`config.mk`:
```
export PLATFORM = sky130hd
export DESIGN_NAME = teb_top
export DESIGN_NICKNAME = d
export VERILOG_FILES = /design/src/hw/teb_pkg.sv /design/src/hw/teb_top.sv /design/src/hw/teb_rx_filter.sv /design/src/hw/teb_elastic.sv
export SDC_FILE = /design/constraint.sdc
export NUM_CORES = 1
export LEC_CHECK = 0
export ABC_AREA = 0
export BUFFER_PORTS_ARGS = -buffer_cell sky130_fd_sc_hd__buf_2
export CORE_ASPECT_RATIO = 2
export CORE_UTILIZATION = 35
export CTS_CLUSTER_SIZE = 25
export DETAILED_ROUTE_END_ITERATION = 8
export PLACE_DENSITY = 0.58
export SLEW_MARGIN = 30
export SYNTH_ARGS = -nofsm -noshare
export SYNTH_HDL_FRONTEND = slang
export SYNTH_SLANG_ARGS = --single-unit
```
`constraint.sdc`:
```
create_clock -name ref_clk_in -period 7.8 [get_ports ref_clk_in]
set_input_delay 0.39 -clock ref_clk_in [delete_from_list [all_inputs] [get_ports ref_clk_in]]
set_output_delay 0.39 -clock ref_clk_in [all_outputs]
set_load 0.1 [all_outputs]
```
`src/hw/teb_pkg.sv`:
```
// constants and types shared by the trunk elastic buffer and clock block
package teb_pkg;
   localparam int REF_CLK_KHZ = 20000;
   localparam int BIT_CLK_KHZ = 1536;
   localparam int MCLK_HALF_NS = 65;
   localparam int TRACK_US = 250;
   localparam int FRAME_US = 125;
   localparam int WANDER_US = 50;
   localparam int WARN_US = 25;
   localparam int BIT_DIV = REF_CLK_KHZ / BIT_CLK_KHZ;
   localparam int BIT_HIGH = BIT_DIV / 2;
   localparam int ADJ_CYC_RAW = MCLK_HALF_NS * REF_CLK_KHZ / 1000000;
   localparam int ADJ_CYC = (ADJ_CYC_RAW < 1) ? 1 : ADJ_CYC_RAW;
   localparam int TRACK_BITS = TRACK_US * BIT_CLK_KHZ / 1000;
   localparam int FRAME_BITS = BIT_CLK_KHZ / 8;
   localparam int FSC_HIGH_BITS = FRAME_BITS / 3;
   localparam int LR32_HALF_BITS = BIT_CLK_KHZ / (2 * 32);
   localparam int LR16_HALF_BITS = BIT_CLK_KHZ / (2 * 16);
   localparam int FRAME_CYC = FRAME_US * REF_CLK_KHZ / 1000;
   localparam int WANDER_CYC = WANDER_US * REF_CLK_KHZ / 1000;
   localparam int WARN_CYC = WARN_US * REF_CLK_KHZ / 1000;
   localparam int EB_DEPTH = 3;
   localparam int EB_CENTRE = 1;
   localparam int CI_HOLD_FRAMES = 4;
   localparam int OVS_TAPS = 3;

   typedef enum logic [1:0] {
      MODE_TERMINAL,
      MODE_TRUNK_TERMINAL,
      MODE_NETWORK_TERM,
      MODE_LINE_TERM_S
   } teb_mode_e;

   // one frame worth of channel data
   typedef struct packed {
      logic [7:0] b1;
      logic [7:0] b2;
      logic [1:0] d;
   } teb_chan_s;
endpackage : teb_pkg

```
`src/hw/teb_top.sv`:
```
// line-locked clock generation, receive filter and trunk elastic buffer
// Summary of operation
// - trunk-terminal mode passes frame data through the elastic buffer
// - buffer stores three frames: three octets per B channel, six D bits
// - wander beyond 50 us flags a slip
// - with warn bit set, wander past 25 us raises slip indication
// - bit clock 1536 kHz 6:7, frame sync 8 kHz 1:2, aux 768 kHz outside trunk-terminal mode
// - bit clock derived from master clock by DPLL locked to line
// - low-rate clock 32 kHz when select bit low, 16 kHz when high
// - tracking every 250 us stretches or shortens bit clock high phase
// - derived clocks inherit each tracking step
// - tracked clocks always change on the rising edge of master clock
// - trunk-terminal mode drives bit-rate clock on aux output
// - comparator outputs are oversampled before data detection
// - terminal modes still report line signal during analog loop
// - network or line-termination loop reports no incoming signal
// - each adjustment adds or removes one 50 ns master clock cycle in one bit period
`timescale 1ns/1ps
module teb_top
(
   // clock, reset, enable
   input wire logic ref_clk_in,
   input wire logic rst_n_in,
   input wire logic ce_in,
   // configuration
   input wire teb_pkg::teb_mode_e mode_in,
   input wire logic slip_warn_sel_in,
   input wire logic loop_closed_in,
   // line receiver pins
   input wire logic [1:0] line_cmp_in,
   input wire logic line_level_in,
   // line recovery logic
   input wire logic line_frame_in,
   input wire logic line_wr_stb_in,
   input wire teb_pkg::teb_chan_s line_data_in,
   // frame bus
   input wire logic bus_rd_stb_in,
   output teb_pkg::teb_chan_s bus_data_out,
   output logic slip_ind_out,
   output logic slip_out,
   // line-locked clocks
   output logic bit_clock_out,
   output logic frame_sync_out,
   output logic aux_clock_out,
   output logic low_rate_clock_out,
   // receive status
   output logic [1:0] rx_data_out,
   output logic line_signal_out
);
   localparam logic [3:0] DIV = 4'(teb_pkg::BIT_DIV);
   localparam logic [3:0] HIGH = 4'(teb_pkg::BIT_HIGH);
   localparam logic [3:0] ADJ = 4'(teb_pkg::ADJ_CYC);
   localparam logic [8:0] TRK_LAST = 9'(teb_pkg::TRACK_BITS - 1);
   localparam logic [7:0] FRM_LAST = 8'(teb_pkg::FRAME_BITS - 1);
   localparam logic [7:0] FRM_HALF = 8'(teb_pkg::FRAME_BITS / 2);
   localparam logic [7:0] FSC_HI = 8'(teb_pkg::FSC_HIGH_BITS);
   localparam logic [5:0] LR32 = 6'(teb_pkg::LR32_HALF_BITS - 1);
   localparam logic [5:0] LR16 = 6'(teb_pkg::LR16_HALF_BITS - 1);
   localparam logic [2:0] CI_HOLD = 3'(teb_pkg::CI_HOLD_FRAMES);

   logic trunk;
   logic term_mode;
   logic [3:0] ph;
   logic [3:0] per_len;
   logic [3:0] hi_len;
   logic bit_end;
   logic bit_hi;
   logic [1:0] step;
   logic [1:0] dir;
   logic [8:0] trk_cnt;
   logic [7:0] fb_cnt;
   logic aux_t;
   logic [5:0] lr_cnt;
   logic lr;
   logic [1:0] filt_data;
   logic filt_lvl;
   teb_pkg::teb_chan_s eb_data;
   logic eb_warn;
   logic eb_slip;
   teb_pkg::teb_chan_s direct_data;
   logic [2:0] ci_cnt;
   logic ci_load;

   assign trunk = (mode_in == teb_pkg::MODE_TRUNK_TERMINAL);
   assign term_mode = trunk || (mode_in == teb_pkg::MODE_TERMINAL);

   // step[0] lengthens, step[1] shortens the current bit period
   always_comb
   begin
      per_len = DIV;
      hi_len = HIGH;
      if (step[0])
      begin
         per_len = 4'(DIV + ADJ);
         hi_len = 4'(HIGH + ADJ);
      end
      else if (step[1])
      begin
         per_len = 4'(DIV - ADJ);
         hi_len = 4'(HIGH - ADJ);
      end
   end

   assign bit_end = (ph == 4'(per_len - 1'b1));
   assign bit_hi = (ph < hi_len);

   // bit-period phase counter on the master clock
   always_ff @(posedge ref_clk_in or negedge rst_n_in)
   begin
      if (!rst_n_in)
         ph <= '0;
      else if (ce_in)
         ph <= bit_end ? '0 : 4'(ph + 1'b1);
   end

   // tracking interval in bit periods
   always_ff @(posedge ref_clk_in or negedge rst_n_in)
   begin
      if (!rst_n_in)
         trk_cnt <= '0;
      else if (ce_in && bit_end)
         trk_cnt <= (trk_cnt == TRK_LAST) ? '0 : 9'(trk_cnt + 1'b1);
   end

   // phase detector against the line frame marker
   always_ff @(posedge ref_clk_in or negedge rst_n_in)
   begin
      if (!rst_n_in)
         dir <= '0;
      else if (ce_in)
      begin
         if (line_frame_in)
         begin
            if (fb_cnt == '0)
               dir <= 2'b00;
            else if (fb_cnt < FRM_HALF)
               dir <= 2'b01;
            else
               dir <= 2'b10;
         end
         else if (bit_end && trk_cnt == TRK_LAST)
            dir <= 2'b00;
      end
   end

   // one adjusted period per tracking interval
   always_ff @(posedge ref_clk_in or negedge rst_n_in)
   begin
      if (!rst_n_in)
         step <= '0;
      else if (ce_in && bit_end)
         step <= (trk_cnt == TRK_LAST) ? dir : 2'b00;
   end

   // frame, aux and low-rate dividers count bit periods
   always_ff @(posedge ref_clk_in or negedge rst_n_in)
   begin
      if (!rst_n_in)
      begin
         fb_cnt <= '0;
         aux_t <= 1'b0;
      end
      else if (ce_in && bit_end)
      begin
         fb_cnt <= (fb_cnt == FRM_LAST) ? '0 : 8'(fb_cnt + 1'b1);
         aux_t <= !aux_t;
      end
   end

   always_ff @(posedge ref_clk_in or negedge rst_n_in)
   begin
      if (!rst_n_in)
      begin
         lr_cnt <= '0;
         lr <= 1'b0;
      end
      else if (ce_in && bit_end)
      begin
         if (lr_cnt >= (slip_warn_sel_in ? LR16 : LR32))
         begin
            lr_cnt <= '0;
            lr <= !lr;
         end
         else
            lr_cnt <= 6'(lr_cnt + 1'b1);
      end
   end

   // registered clock outputs; a step moves edges by the adjust amount
   always_ff @(posedge ref_clk_in or negedge rst_n_in)
   begin
      if (!rst_n_in)
      begin
         bit_clock_out <= 1'b0;
         frame_sync_out <= 1'b0;
         aux_clock_out <= 1'b0;
         low_rate_clock_out <= 1'b0;
      end
      else if (ce_in)
      begin
         bit_clock_out <= bit_hi;
         frame_sync_out <= (fb_cnt < FSC_HI);
         aux_clock_out <= trunk ? bit_hi : !aux_t;
         low_rate_clock_out <= lr;
      end
   end

   teb_rx_filter #(.TAPS(teb_pkg::OVS_TAPS)) u_filter
   (
      .clk_in(ref_clk_in),
      .rst_n_in(rst_n_in),
      .ce_in(ce_in),
      .cmp_in(line_cmp_in),
      .lvl_in(line_level_in),
      .data_out(filt_data),
      .lvl_out(filt_lvl)
   );

   always_ff @(posedge ref_clk_in or negedge rst_n_in)
   begin
      if (!rst_n_in)
      begin
         rx_data_out <= '0;
         line_signal_out <= 1'b0;
      end
      else if (ce_in)
      begin
         rx_data_out <= filt_data;
         line_signal_out <= filt_lvl && (term_mode || !loop_closed_in);
      end
   end

   teb_elastic #(.DEPTH(teb_pkg::EB_DEPTH)) u_elastic
   (
      .clk_in(ref_clk_in),
      .rst_n_in(rst_n_in),
      .ce_in(ce_in),
      .wr_stb_in(line_wr_stb_in && trunk),
      .wr_data_in(line_data_in),
      .rd_stb_in(bus_rd_stb_in && trunk),
      .rd_data_out(eb_data),
      .warn_out(eb_warn),
      .slip_out(eb_slip)
   );

   // bus data: buffered in trunk mode, direct otherwise
   always_ff @(posedge ref_clk_in or negedge rst_n_in)
   begin
      if (!rst_n_in)
         direct_data <= '0;
      else if (ce_in && !trunk && line_wr_stb_in)
         direct_data <= line_data_in;
   end

   always_comb
   begin
      if (trunk)
         bus_data_out = eb_data;
      else
         bus_data_out = direct_data;
   end

   // slip warning held across bus frames; a new warning wins over the count
   assign ci_load = eb_warn && slip_warn_sel_in;

   always_ff @(posedge ref_clk_in or negedge rst_n_in)
   begin
      if (!rst_n_in)
      begin
         ci_cnt <= '0;
         slip_ind_out <= 1'b0;
         slip_out <= 1'b0;
      end
      else if (ce_in)
      begin
         if (ci_load)
            ci_cnt <= CI_HOLD;
         else if (bus_rd_stb_in && ci_cnt != '0)
            ci_cnt <= 3'(ci_cnt - 1'b1);
         slip_ind_out <= ci_load || (ci_cnt != '0);
         slip_out <= eb_slip;
      end
   end

   property p_bit_high;
      @(posedge ref_clk_in) disable iff (!rst_n_in || !ce_in)
      $rose(bit_clock_out) |-> bit_clock_out[*5] ##[1:3] !bit_clock_out;
   endproperty
   a_bit_high: assert property (p_bit_high)
      else $error("bit clock high phase out of range");

   property p_bit_low;
      @(posedge ref_clk_in) disable iff (!rst_n_in || !ce_in)
      $fell(bit_clock_out) |-> !bit_clock_out[*7] ##1 bit_clock_out;
   endproperty
   a_bit_low: assert property (p_bit_low)
      else $error("bit clock low phase not seven cycles");

   property p_step_spacing;
      @(posedge ref_clk_in) disable iff (!rst_n_in)
      (step != 2'b00) |-> (trk_cnt == '0);
   endproperty
   a_step_spacing: assert property (p_step_spacing)
      else $error("tracking step outside interval boundary");

   property p_aux_trunk;
      @(posedge ref_clk_in) disable iff (!rst_n_in || !ce_in)
      trunk ##1 trunk |-> (aux_clock_out == bit_clock_out);
   endproperty
   a_aux_trunk: assert property (p_aux_trunk)
      else $error("aux clock not bit clock in trunk mode");

   property p_loop_quiet;
      @(posedge ref_clk_in) disable iff (!rst_n_in || !ce_in)
      (loop_closed_in && !term_mode) |=> !line_signal_out;
   endproperty
   a_loop_quiet: assert property (p_loop_quiet)
      else $error("line signal reported in own loop");

   property p_loop_seen;
      @(posedge ref_clk_in) disable iff (!rst_n_in || !ce_in)
      (loop_closed_in && term_mode && filt_lvl) |=> line_signal_out;
   endproperty
   a_loop_seen: assert property (p_loop_seen)
      else $error("line signal lost during terminal loop");

   property p_warn_ind;
      @(posedge ref_clk_in) disable iff (!rst_n_in || !ce_in)
      (eb_warn && slip_warn_sel_in) |=> slip_ind_out [*2];
   endproperty
   a_warn_ind: assert property (p_warn_ind)
      else $error("slip warning not indicated");

   property p_ind_hold;
      @(posedge ref_clk_in) disable iff (!rst_n_in || !ce_in)
      (slip_ind_out && !bus_rd_stb_in && !$past(bus_rd_stb_in)) |=> slip_ind_out;
   endproperty
   a_ind_hold: assert property (p_ind_hold)
      else $error("slip indication dropped between frames");

   c_step_up: cover property (@(posedge ref_clk_in) disable iff (!rst_n_in) step[0]);
   c_step_dn: cover property (@(posedge ref_clk_in) disable iff (!rst_n_in) step[1]);
   c_ind: cover property (@(posedge ref_clk_in) disable iff (!rst_n_in) $rose(slip_ind_out));
endmodule : teb_top

```
`src/hw/teb_rx_filter.sv`:
```
// receive comparator oversampling and level input filter
`timescale 1ns/1ps
module teb_rx_filter #(parameter int TAPS = teb_pkg::OVS_TAPS)
(
   // clock, reset, enable
   input wire logic clk_in,
   input wire logic rst_n_in,
   input wire logic ce_in,
   // raw pins
   input wire logic [1:0] cmp_in,
   input wire logic lvl_in,
   // filtered
   output logic [1:0] data_out,
   output logic lvl_out
);
   logic [2:0] raw;
   logic [2:0] filt;

   assign raw = {lvl_in, cmp_in};

   for (genvar i = 0; i < 3; i++)
   begin : g_bit
      logic s1;
      logic s2;
      logic [TAPS-1:0] sh;
      always_ff @(posedge clk_in or negedge rst_n_in)
      begin
         if (!rst_n_in)
         begin
            s1 <= 1'b0;
            s2 <= 1'b0;
            sh <= '0;
            filt[i] <= 1'b0;
         end
         else if (ce_in)
         begin
            s1 <= raw[i];
            s2 <= s1;
            sh <= {sh[TAPS-2:0], s2};
            filt[i] <= ($countones(sh) > (TAPS / 2));
         end
      end
   end

   assign data_out = filt[1:0];
   assign lvl_out = filt[2];
endmodule : teb_rx_filter

```
`src/hw/teb_elastic.sv`:
```
// frame elastic store between line side and frame bus with slip detection
`timescale 1ns/1ps
module teb_elastic #(parameter int DEPTH = teb_pkg::EB_DEPTH)
(
   // clock, reset, enable
   input wire logic clk_in,
   input wire logic rst_n_in,
   input wire logic ce_in,
   // line side write
   input wire logic wr_stb_in,
   input wire teb_pkg::teb_chan_s wr_data_in,
   // frame bus read
   input wire logic rd_stb_in,
   output teb_pkg::teb_chan_s rd_data_out,
   // status
   output logic warn_out,
   output logic slip_out
);
   localparam int PW = $clog2(DEPTH);
   localparam logic signed [12:0] HALF = 13'(teb_pkg::FRAME_CYC / 2);
   localparam logic signed [12:0] FULL = 13'(teb_pkg::FRAME_CYC);
   localparam logic [12:0] LIM = 13'(teb_pkg::WANDER_CYC);
   localparam logic [12:0] WRN = 13'(teb_pkg::WARN_CYC);
   localparam logic [11:0] SAT = 12'(teb_pkg::FRAME_CYC);

   teb_pkg::teb_chan_s mem [DEPTH];
   logic [PW-1:0] wr_ptr;
   logic [PW-1:0] rd_ptr;
   logic [PW-1:0] next_wr;
   logic [PW:0] fill;
   logic [11:0] since_wr;
   logic [11:0] ref_ph;
   logic signed [12:0] dev;
   logic [12:0] dev_abs;
   logic slip_now;
   logic over;
   logic under;

   function automatic logic [PW-1:0] inc(input logic [PW-1:0] p);
      return (p == PW'(DEPTH - 1)) ? '0 : PW'(p + 1'b1);
   endfunction : inc

   function automatic logic [PW-1:0] back(input logic [PW-1:0] p);
      return (p >= PW'(teb_pkg::EB_CENTRE)) ? PW'(p - PW'(teb_pkg::EB_CENTRE))
         : PW'(p + PW'(DEPTH - teb_pkg::EB_CENTRE));
   endfunction : back

   // phase of read against write, folded into one frame
   always_comb
   begin
      dev = $signed({1'b0, since_wr}) - $signed({1'b0, ref_ph});
      if (dev > HALF)
         dev = dev - FULL;
      else if (dev < -HALF)
         dev = dev + FULL;
      dev_abs = (dev < 0) ? 13'(-dev) : 13'(dev);
   end

   assign next_wr = wr_stb_in ? inc(wr_ptr) : wr_ptr;
   assign over = wr_stb_in && !rd_stb_in && (fill == (PW + 1)'(DEPTH));
   assign under = rd_stb_in && !wr_stb_in && (fill == '0);
   assign slip_now = over || under || (rd_stb_in && (dev_abs > LIM));

   for (genvar e = 0; e < DEPTH; e++)
   begin : g_entry
      always_ff @(posedge clk_in or negedge rst_n_in)
      begin
         if (!rst_n_in)
            mem[e] <= '0;
         else if (ce_in && wr_stb_in && (wr_ptr == PW'(e)))
            mem[e] <= wr_data_in;
      end
   end

   always_ff @(posedge clk_in or negedge rst_n_in)
   begin
      if (!rst_n_in)
         since_wr <= '0;
      else if (ce_in)
         since_wr <= wr_stb_in ? '0 : ((since_wr == SAT) ? SAT : 12'(since_wr + 1'b1));
   end

   always_ff @(posedge clk_in or negedge rst_n_in)
   begin
      if (!rst_n_in)
      begin
         wr_ptr <= '0;
         rd_ptr <= '0;
         fill <= '0;
         ref_ph <= '0;
         rd_data_out <= '0;
         warn_out <= 1'b0;
         slip_out <= 1'b0;
      end
      else if (ce_in)
      begin
         wr_ptr <= next_wr;
         if (rd_stb_in)
            rd_data_out <= mem[rd_ptr];
         warn_out <= rd_stb_in && (dev_abs > WRN);
         slip_out <= slip_now;
         if (slip_now)
         begin
            rd_ptr <= back(next_wr);
            fill <= (PW + 1)'(teb_pkg::EB_CENTRE);
            ref_ph <= since_wr;
         end
         else
         begin
            if (rd_stb_in)
               rd_ptr <= inc(rd_ptr);
            fill <= (PW + 1)'(fill + wr_stb_in - rd_stb_in);
         end
      end
   end

   property p_fill_bound;
      @(posedge clk_in) disable iff (!rst_n_in)
      fill <= (PW + 1)'(DEPTH);
   endproperty
   a_fill_bound: assert property (p_fill_bound)
      else $error("elastic fill above depth");

   property p_recentre;
      @(posedge clk_in) disable iff (!rst_n_in)
      slip_out |-> (fill == (PW + 1)'(teb_pkg::EB_CENTRE));
   endproperty
   a_recentre: assert property (p_recentre)
      else $error("slip did not recentre buffer");

   property p_slip_flag;
      @(posedge clk_in) disable iff (!rst_n_in || !ce_in)
      (rd_stb_in && dev_abs > LIM) |=> slip_out;
   endproperty
   a_slip_flag: assert property (p_slip_flag)
      else $error("wander past limit not flagged");

   c_slip: cover property (@(posedge clk_in) disable iff (!rst_n_in) slip_out);
endmodule : teb_elastic

```
### Word-level counts from Yosys, hierarchy flattened

Cells that the tools add are included.
W data, S select, Z words.

| operators by class | value |
|---|---|
| multiplexer cells | 33 |
| equality and inequality tests | 9 |
| reductions and logical operators | 44 |
| add/subtract/negate cells | 23 |
| order comparisons | 14 |
| bitwise logic cells | 1 |

Operator list:

| operator | count |
|---|---|
| $add A32 B1 Y32 | 3 |
| $gt A32 B2 Y1 const B | 3 |
| $mux W18 | 3 |
| $mux W13 | 3 |
| $bmux W18 S2 | 1 |
| $mux W12 | 2 |
| $mux W2 | 12 |
| $logic_and A1 B1 Y1 | 19 |
| $lt A8 B7 Y1 const B | 2 |
| $add A13 B13 Y13 const B | 1 |
| $gt A13 B10 Y1 const B | 1 |
| $gt A13 B12 Y1 const B | 1 |
| $gt A13 B9 Y1 const B | 1 |
| $lt A13 B1 Y1 const B | 1 |
| $lt A13 B12 Y1 const B | 1 |
| $neg A13 Y13 | 1 |
| $sub A12 B12 Y13 | 1 |
| $sub A13 B13 Y13 const B | 1 |
| $add A12 B1 Y12 const B | 1 |
| $eq A12 B12 Y1 const B | 1 |
| $mux W4 | 3 |
| $mux W6 | 2 |
| $reduce_and A2 Y1 | 6 |
| $add A9 B1 Y9 const B | 1 |
| 33 further kinds | 53 |

| storage, ports and cells | value |
|---|---|
| register bits | 186 |
| output and inout bits | 27 |
| logic and storage cells | 175 |

### Depth between registers and ports, before layout

| logic depth | value |
|---|---|
| word-level depth | 11 |
| mapped depth | 20 |
| depth with buffers taken out | 18 |

### Cells and area by module

Synthesis repeated with hierarchy kept, for this count alone.

| unflattened totals | value |
|---|---|
| cells, all modules | 1031 |
| area total of the unflattened synthesis | 10754.1 sq um |

Modules (own cells, without submodules):

| module | cells an instance | area an instance (sq um) | times used | seq. area each (sq um) |
|---|---|---|---|---|
| teb_elastic | 684 | 6661.4 | 1 | 2627.5 |
| teb_top | 300 | 3319.4 | 1 | 1576.5 |
| teb_rx_filter | 47 | 773.2 | 1 | 450.4 |

### Worst setup path after synthesis

OpenSTA, ideal clock, no wires.

| timing path | value |
|---|---|
| path type | reg-to-reg |
| start | register u_elastic.since_wr[0] |
| end | register u_elastic.ref_ph[10] |
| slack | 2.999 ns |
| required time | 7.675 ns |
| setup time | 0.125 ns |
| arrival time | 4.676 ns |
| cell stages (with the launch flop) | 19 |
| period minus slack after synthesis | 4.801 ns |
| path through | dfrtp_1 inv_1 ha_1 fa_1 xnor2_1 inv_1 nor4_1 o311ai_1 a21o_1 buf_2 a221oi_1 o22ai_2 a21o_1 a2111o_1 a311o_1 o21ai_2 nand2_2 buf_6 mux2_4 |

| between the ends | value |
|---|---|
| longest elaborated chain between the ends | 10 |
| elaborated cells on any way between the ends | 14 |
| those cells by class | add/sub (4); order compare (4); mux (3); reduce/logical (3) |

RTL lines:

| what | line | RTL |
|---|---|---|
| start: declaration | teb_elastic.sv:31 | `logic [11:0] since_wr;` |
| start signal: assignment | teb_elastic.sv:80 | `since_wr <= wr_stb_in ? '0 : ((since_wr == SAT) ? SAT : 12'(since_wr + 1'b1));` |
| $sub A12 B12 Y13 (*) | teb_elastic.sv:51 | `dev = $signed({1'b0, since_wr}) - $signed({1'b0, ref_ph});` |
| $add A13 B13 Y13 / $lt A13 B12 Y1 (equally long branches) | teb_elastic.sv:55, teb_elastic.sv:54 |  |
| $mux W13 | teb_elastic.sv:54 | `else if (dev < -HALF)` |
| $mux W13 (*) | teb_elastic.sv:52 | `if (dev > HALF)` |
| $neg A13 Y13 / $lt A13 B1 Y1 (equally long branches) | teb_elastic.sv:56 | `dev_abs = (dev < 0) ? 13'(-dev) : 13'(dev);` |
| $mux W13 (*) | teb_elastic.sv:56 |  |
| $gt A13 B10 Y1 (*) | teb_elastic.sv:62 | `assign slip_now = over \|\| under \|\| (rd_stb_in && (dev_abs > LIM));` |
| $logic_and A1 B1 Y1 (*) | teb_elastic.sv:62 |  |
| $logic_or A1 B1 Y1 (*) | teb_elastic.sv:62 |  |
| $reduce_and A2 Y1 (no line) (*) | n/a |  |
| end signal: assignment | teb_elastic.sv:106 | `ref_ph <= since_wr;` |
| end: declaration | teb_elastic.sv:32 | `logic [11:0] ref_ph;` |

Mark *: on every way between the ends. The rest lies on a longest branch, timed or not.
A chain may end at the register's enable or synchronous reset.

### Final worst setup path

| timing path | value |
|---|---|
| start | register u_elastic.since_wr[0] |
| end | register u_elastic.ref_ph[8] |

The elaborated chain is that of the path after synthesis.

==> impl_metrics.py <==
metrics = {
    "global_route": {
        "grt_pass1_wl_um": 39600,
        "grt_use_total": 0.169,
        "grt_max_degree": 123,
        "antenna_found_initial": 0,
        "grt-ovfl-total": 0,
        "grt_pass1_vias": 7886,
    },
    "drt": {
        "postRouteAntennaNets": 0,
        "num_vias": 7486,
        "routed_via_density": 5.34,
        "route.detailed.drc": 0,
        "routed_wl_um": 23800,
        "wl_per_cell_um": 17.0,
        "dr.pass1.iters": 4,
        "drtIter0Drc": 255,
    },
    "cells_and_area": {
        "nFillCells": 2800,
        "antenna_cells": 0,
        "area_growth_pct": 13.0,
        "drive_gt1_frac": 0.241,
        "final_common_cell": "dfrtp_1",
        "instances_no_fill": 1401,
        "final_cell_mix": "186 x dfrtp_1, 117 x mux2_2, 80 x nand2_1",
        "final_nets": 1099,
    },
    "synth": {
        "synth_top_area_cell": "dfrtp_1",
        "ys_seq_area_frac": 0.457,
        "ys_ff_latch": 186,
        "synth_top_area_frac": 0.457,
        "synthXorXnorAreaFrac": 0.0224,
        "synthAdderAreaFrac": 0.0494,
        "synth_simple_gate_area_frac": 0.129,
        "ys_top_cells_by_area": "dfrtp_1 46%, mux2_2 13%, ha_1 4.5%",
        "synth_edf_count": 0,
        "syn-num-nets": 1047,
        "synth_area_um2": 10200,
        "syn_area_per_cell_um2": 10.4,
        "synthDistinctLibCells": 84,
        "synth_top_family_by_area": "multiplexers",
        "postSynthCellCount": 977,
        "synth.yosys.warnings": 0,
        "ys.flop_type": "dfrtp_1",
        "synth_compound_area_frac": 0.148,
        "synth.area.mux_share": 0.162,
        "synthArstFlopShare": 1.00,
    },
    "worst_setup_path": {
        "worstRegToRegCells": 16,
        "critPathMaxStageDelay_ps": 590,
        "r2r_end": "u_elastic.ref_ph[8]",
        "cp_cell_sequence": "inv_1 > ha_1 > fa_1 > xnor2_1 > inv_1 > nor4_1 > o311ai_1 > a21o_1 > a221oi_1 > nor2_1 > nor4_1 > nand3_1 > a311o_1 > o21ai_2 > nand2_2 > mux2_4",
        "path_max_fanout": 15,
        "timing.critical_path.buf_inv": 2,
        "startpoint_type": "register",
        "critPathCaptureType": "register",
        "crit_path_start": "u_elastic.since_wr[0]",
        "crit_path_top_delay_cell": "a221oi_1",
        "worstPathArrival_ps": 6170,
        "crit_end": "u_elastic.ref_ph[8]",
        "cp_data_required_time_ps": 8120,
        "crit_type": "register to register",
        "reg2reg_slack_ps": 1950,
        "timing.rr.start": "u_elastic.since_wr[0]",
        "worst-path-stages": 16,
        "crit_family": "compound AO/OA/AOI/OAI gates",
    },
    "timing": {
        "period_minus_slack_ps": 5850,
        "tns_ps": 0,
        "worst_pin_slew_ps": 922,
        "hold_viol": 0,
        "final.period_utilization": 0.750,
        "setup_viol": 0,
        "rsz0062_at_grt": "false",
        "slew_viol_final": 0,
        "max_freq_mhz": 171,
        "slew_headroom": 0.385,
        "fin_skew_ps": 8.36,
    },
    "clock_network": {
        "path_clk_slew_ps": 70,
        "cts_buffers": 17,
        "clk_path_buf_depth": 2,
        "post_cts_resize_count": 0,
        "clk_latency_ps": 440,
        "root_buffer": "clkbuf_16",
        "cts_setup_buffers": 0,
        "h-tree-depth": 4,
        "cts.sinks": 186,
        "cts_tree": "built",
        "postCtsHoldBufs": 0,
    },
    "die": {
        "coreArea_um2": 28700,
        "dieWidth_um": 123,
        "start_util": 0.354,
        "die_area_um2": 29800,
        "num_io_pins": 58,
        "die_height_um": 243,
        "rows": 88,
    },
    "flow_run": {
        "maxCapViolCount": 0,
    },
    "min_path": {
        "hp-class": "primary input to register",
    },
    "run_status": {
        "outcome": "complete, no violations",
    },
    "placement": {
        "dpl.cell_count": 1367,
        "dp_hpwl_um": 17200,
        "io_buffers": 57,
        "gp_congestion": 0.935,
    },
}
layout make-up:
class	instances	area (um^2)	area share
Clock buffer	19	433	0.0376
Clock inverter	12	141	0.0123
Tap cell	360	450	0.0391
Timing Repair Buffer	71	443	0.0385
Multi-Input combinational cell	706	5210	0.453
Sequential cell	186	4650	0.404
Inverter	47	176	0.0153
synthesized netlist by cell type (8+ instances only):
library cell / instances
mux2i_1: 24
nand4_1: 8
a21oi_1: 59
dfrtp_1: 186
nand3_1: 29
inv_1: 46
xor2_1: 8
and3_1: 9
ha_1: 37
o21ai_0: 60
o22ai_1: 13
a21o_1: 10
clkbuf_1: 27
nor2_1: 67
or2_2: 8
mux2_2: 117
nand2b_1: 8
nand2_1: 80
nor3_1: 13
xnor2_1: 18
nor4_1: 8
sequential cells by signal, indices dropped and copies added (netlist names), 3 cells and up:
signal and cells:
lr_cnt 6, trk_cnt 9, direct_data 18, u_elastic.since_wr 12, ph 4, fb_cnt 8
u_elastic.mem 54, u_filter.g_bit.sh 9, u_elastic.fill 3, ci_cnt 3, u_elastic.rd_data_out 18, u_elastic.ref_ph 12
u_filter.g_bit.s1 3, u_filter.g_bit.s2 3
worst min-delay path by stage:
stage	start	cells after the start	endpoint	slack (ps)
global placement	trk_cnt[6]	1	trk_cnt[6]	460
global route	line_cmp_in[1]	2	u_filter.g_bit[1].s1	180
CTS	rst_n_in	1	u_filter.g_bit[0].sh[1]	130
finish	line_cmp_in[0]	2	u_filter.g_bit[0].s1	190
detailed placement	lr	1	lr	460
floorplan	rst_n_in	0	aux_clock_out	90
worst reg2reg max path, cell delays in order (launching register included):
cell and delay (ps):
dfrtp_1 410, inv_1 110, ha_1 220, fa_1 430, xnor2_1 540, inv_1 270, nor4_1 430, o311ai_1 200
a21o_1 320, a221oi_1 600, nor2_1 180, nor4_1 510, nand3_1 130, a311o_1 430, o21ai_2 230, nand2_2 320
mux2_4 410
logic make-up (layout without fill, tap and decap cells):
group,count (synthesis),count (layout)
compound gates,224,224
fa+ha+maj,39,39
simple gates,270,270
mux,147,147
xor+xnor,26,26
buf+inv,85,149
flops,186,186
layer usage:
| layer | global-route usage | up-vias | wire length [um] |
|---|---|---|---|
| met2 | 0.318 | 106 | 13300 |
| met1 | 0.179 | 3713 | 9240 |
| li1 | - | 3624 | - |
| met5 | 0 | - | 0 |
| met4 | 0.0811 | 0 | 799 |
| met3 | 0.0237 | 43 | 458 |
stage by stage:
| step | area [um^2] | setup WS, ps | util | hold slack, ps |
|---|---|---|---|---|
| after floorplan | 10200 | 3000 | - | 94.4 |
| after global placement | 10900 | 2120 | 0.378 | 456 |
| after detailed placement | 10900 | 2020 | 0.378 | 462 |
| after CTS | 11400 | 2000 | 0.398 | 132 |
| after global routing | 11500 | 1570 | 0.401 | 180 |
| final | 11500 | 1950 | 0.401 | 193 |
Power is not shown: default switching activity piles up to over one toggle a cycle in this logic, so the estimate is an artifact.
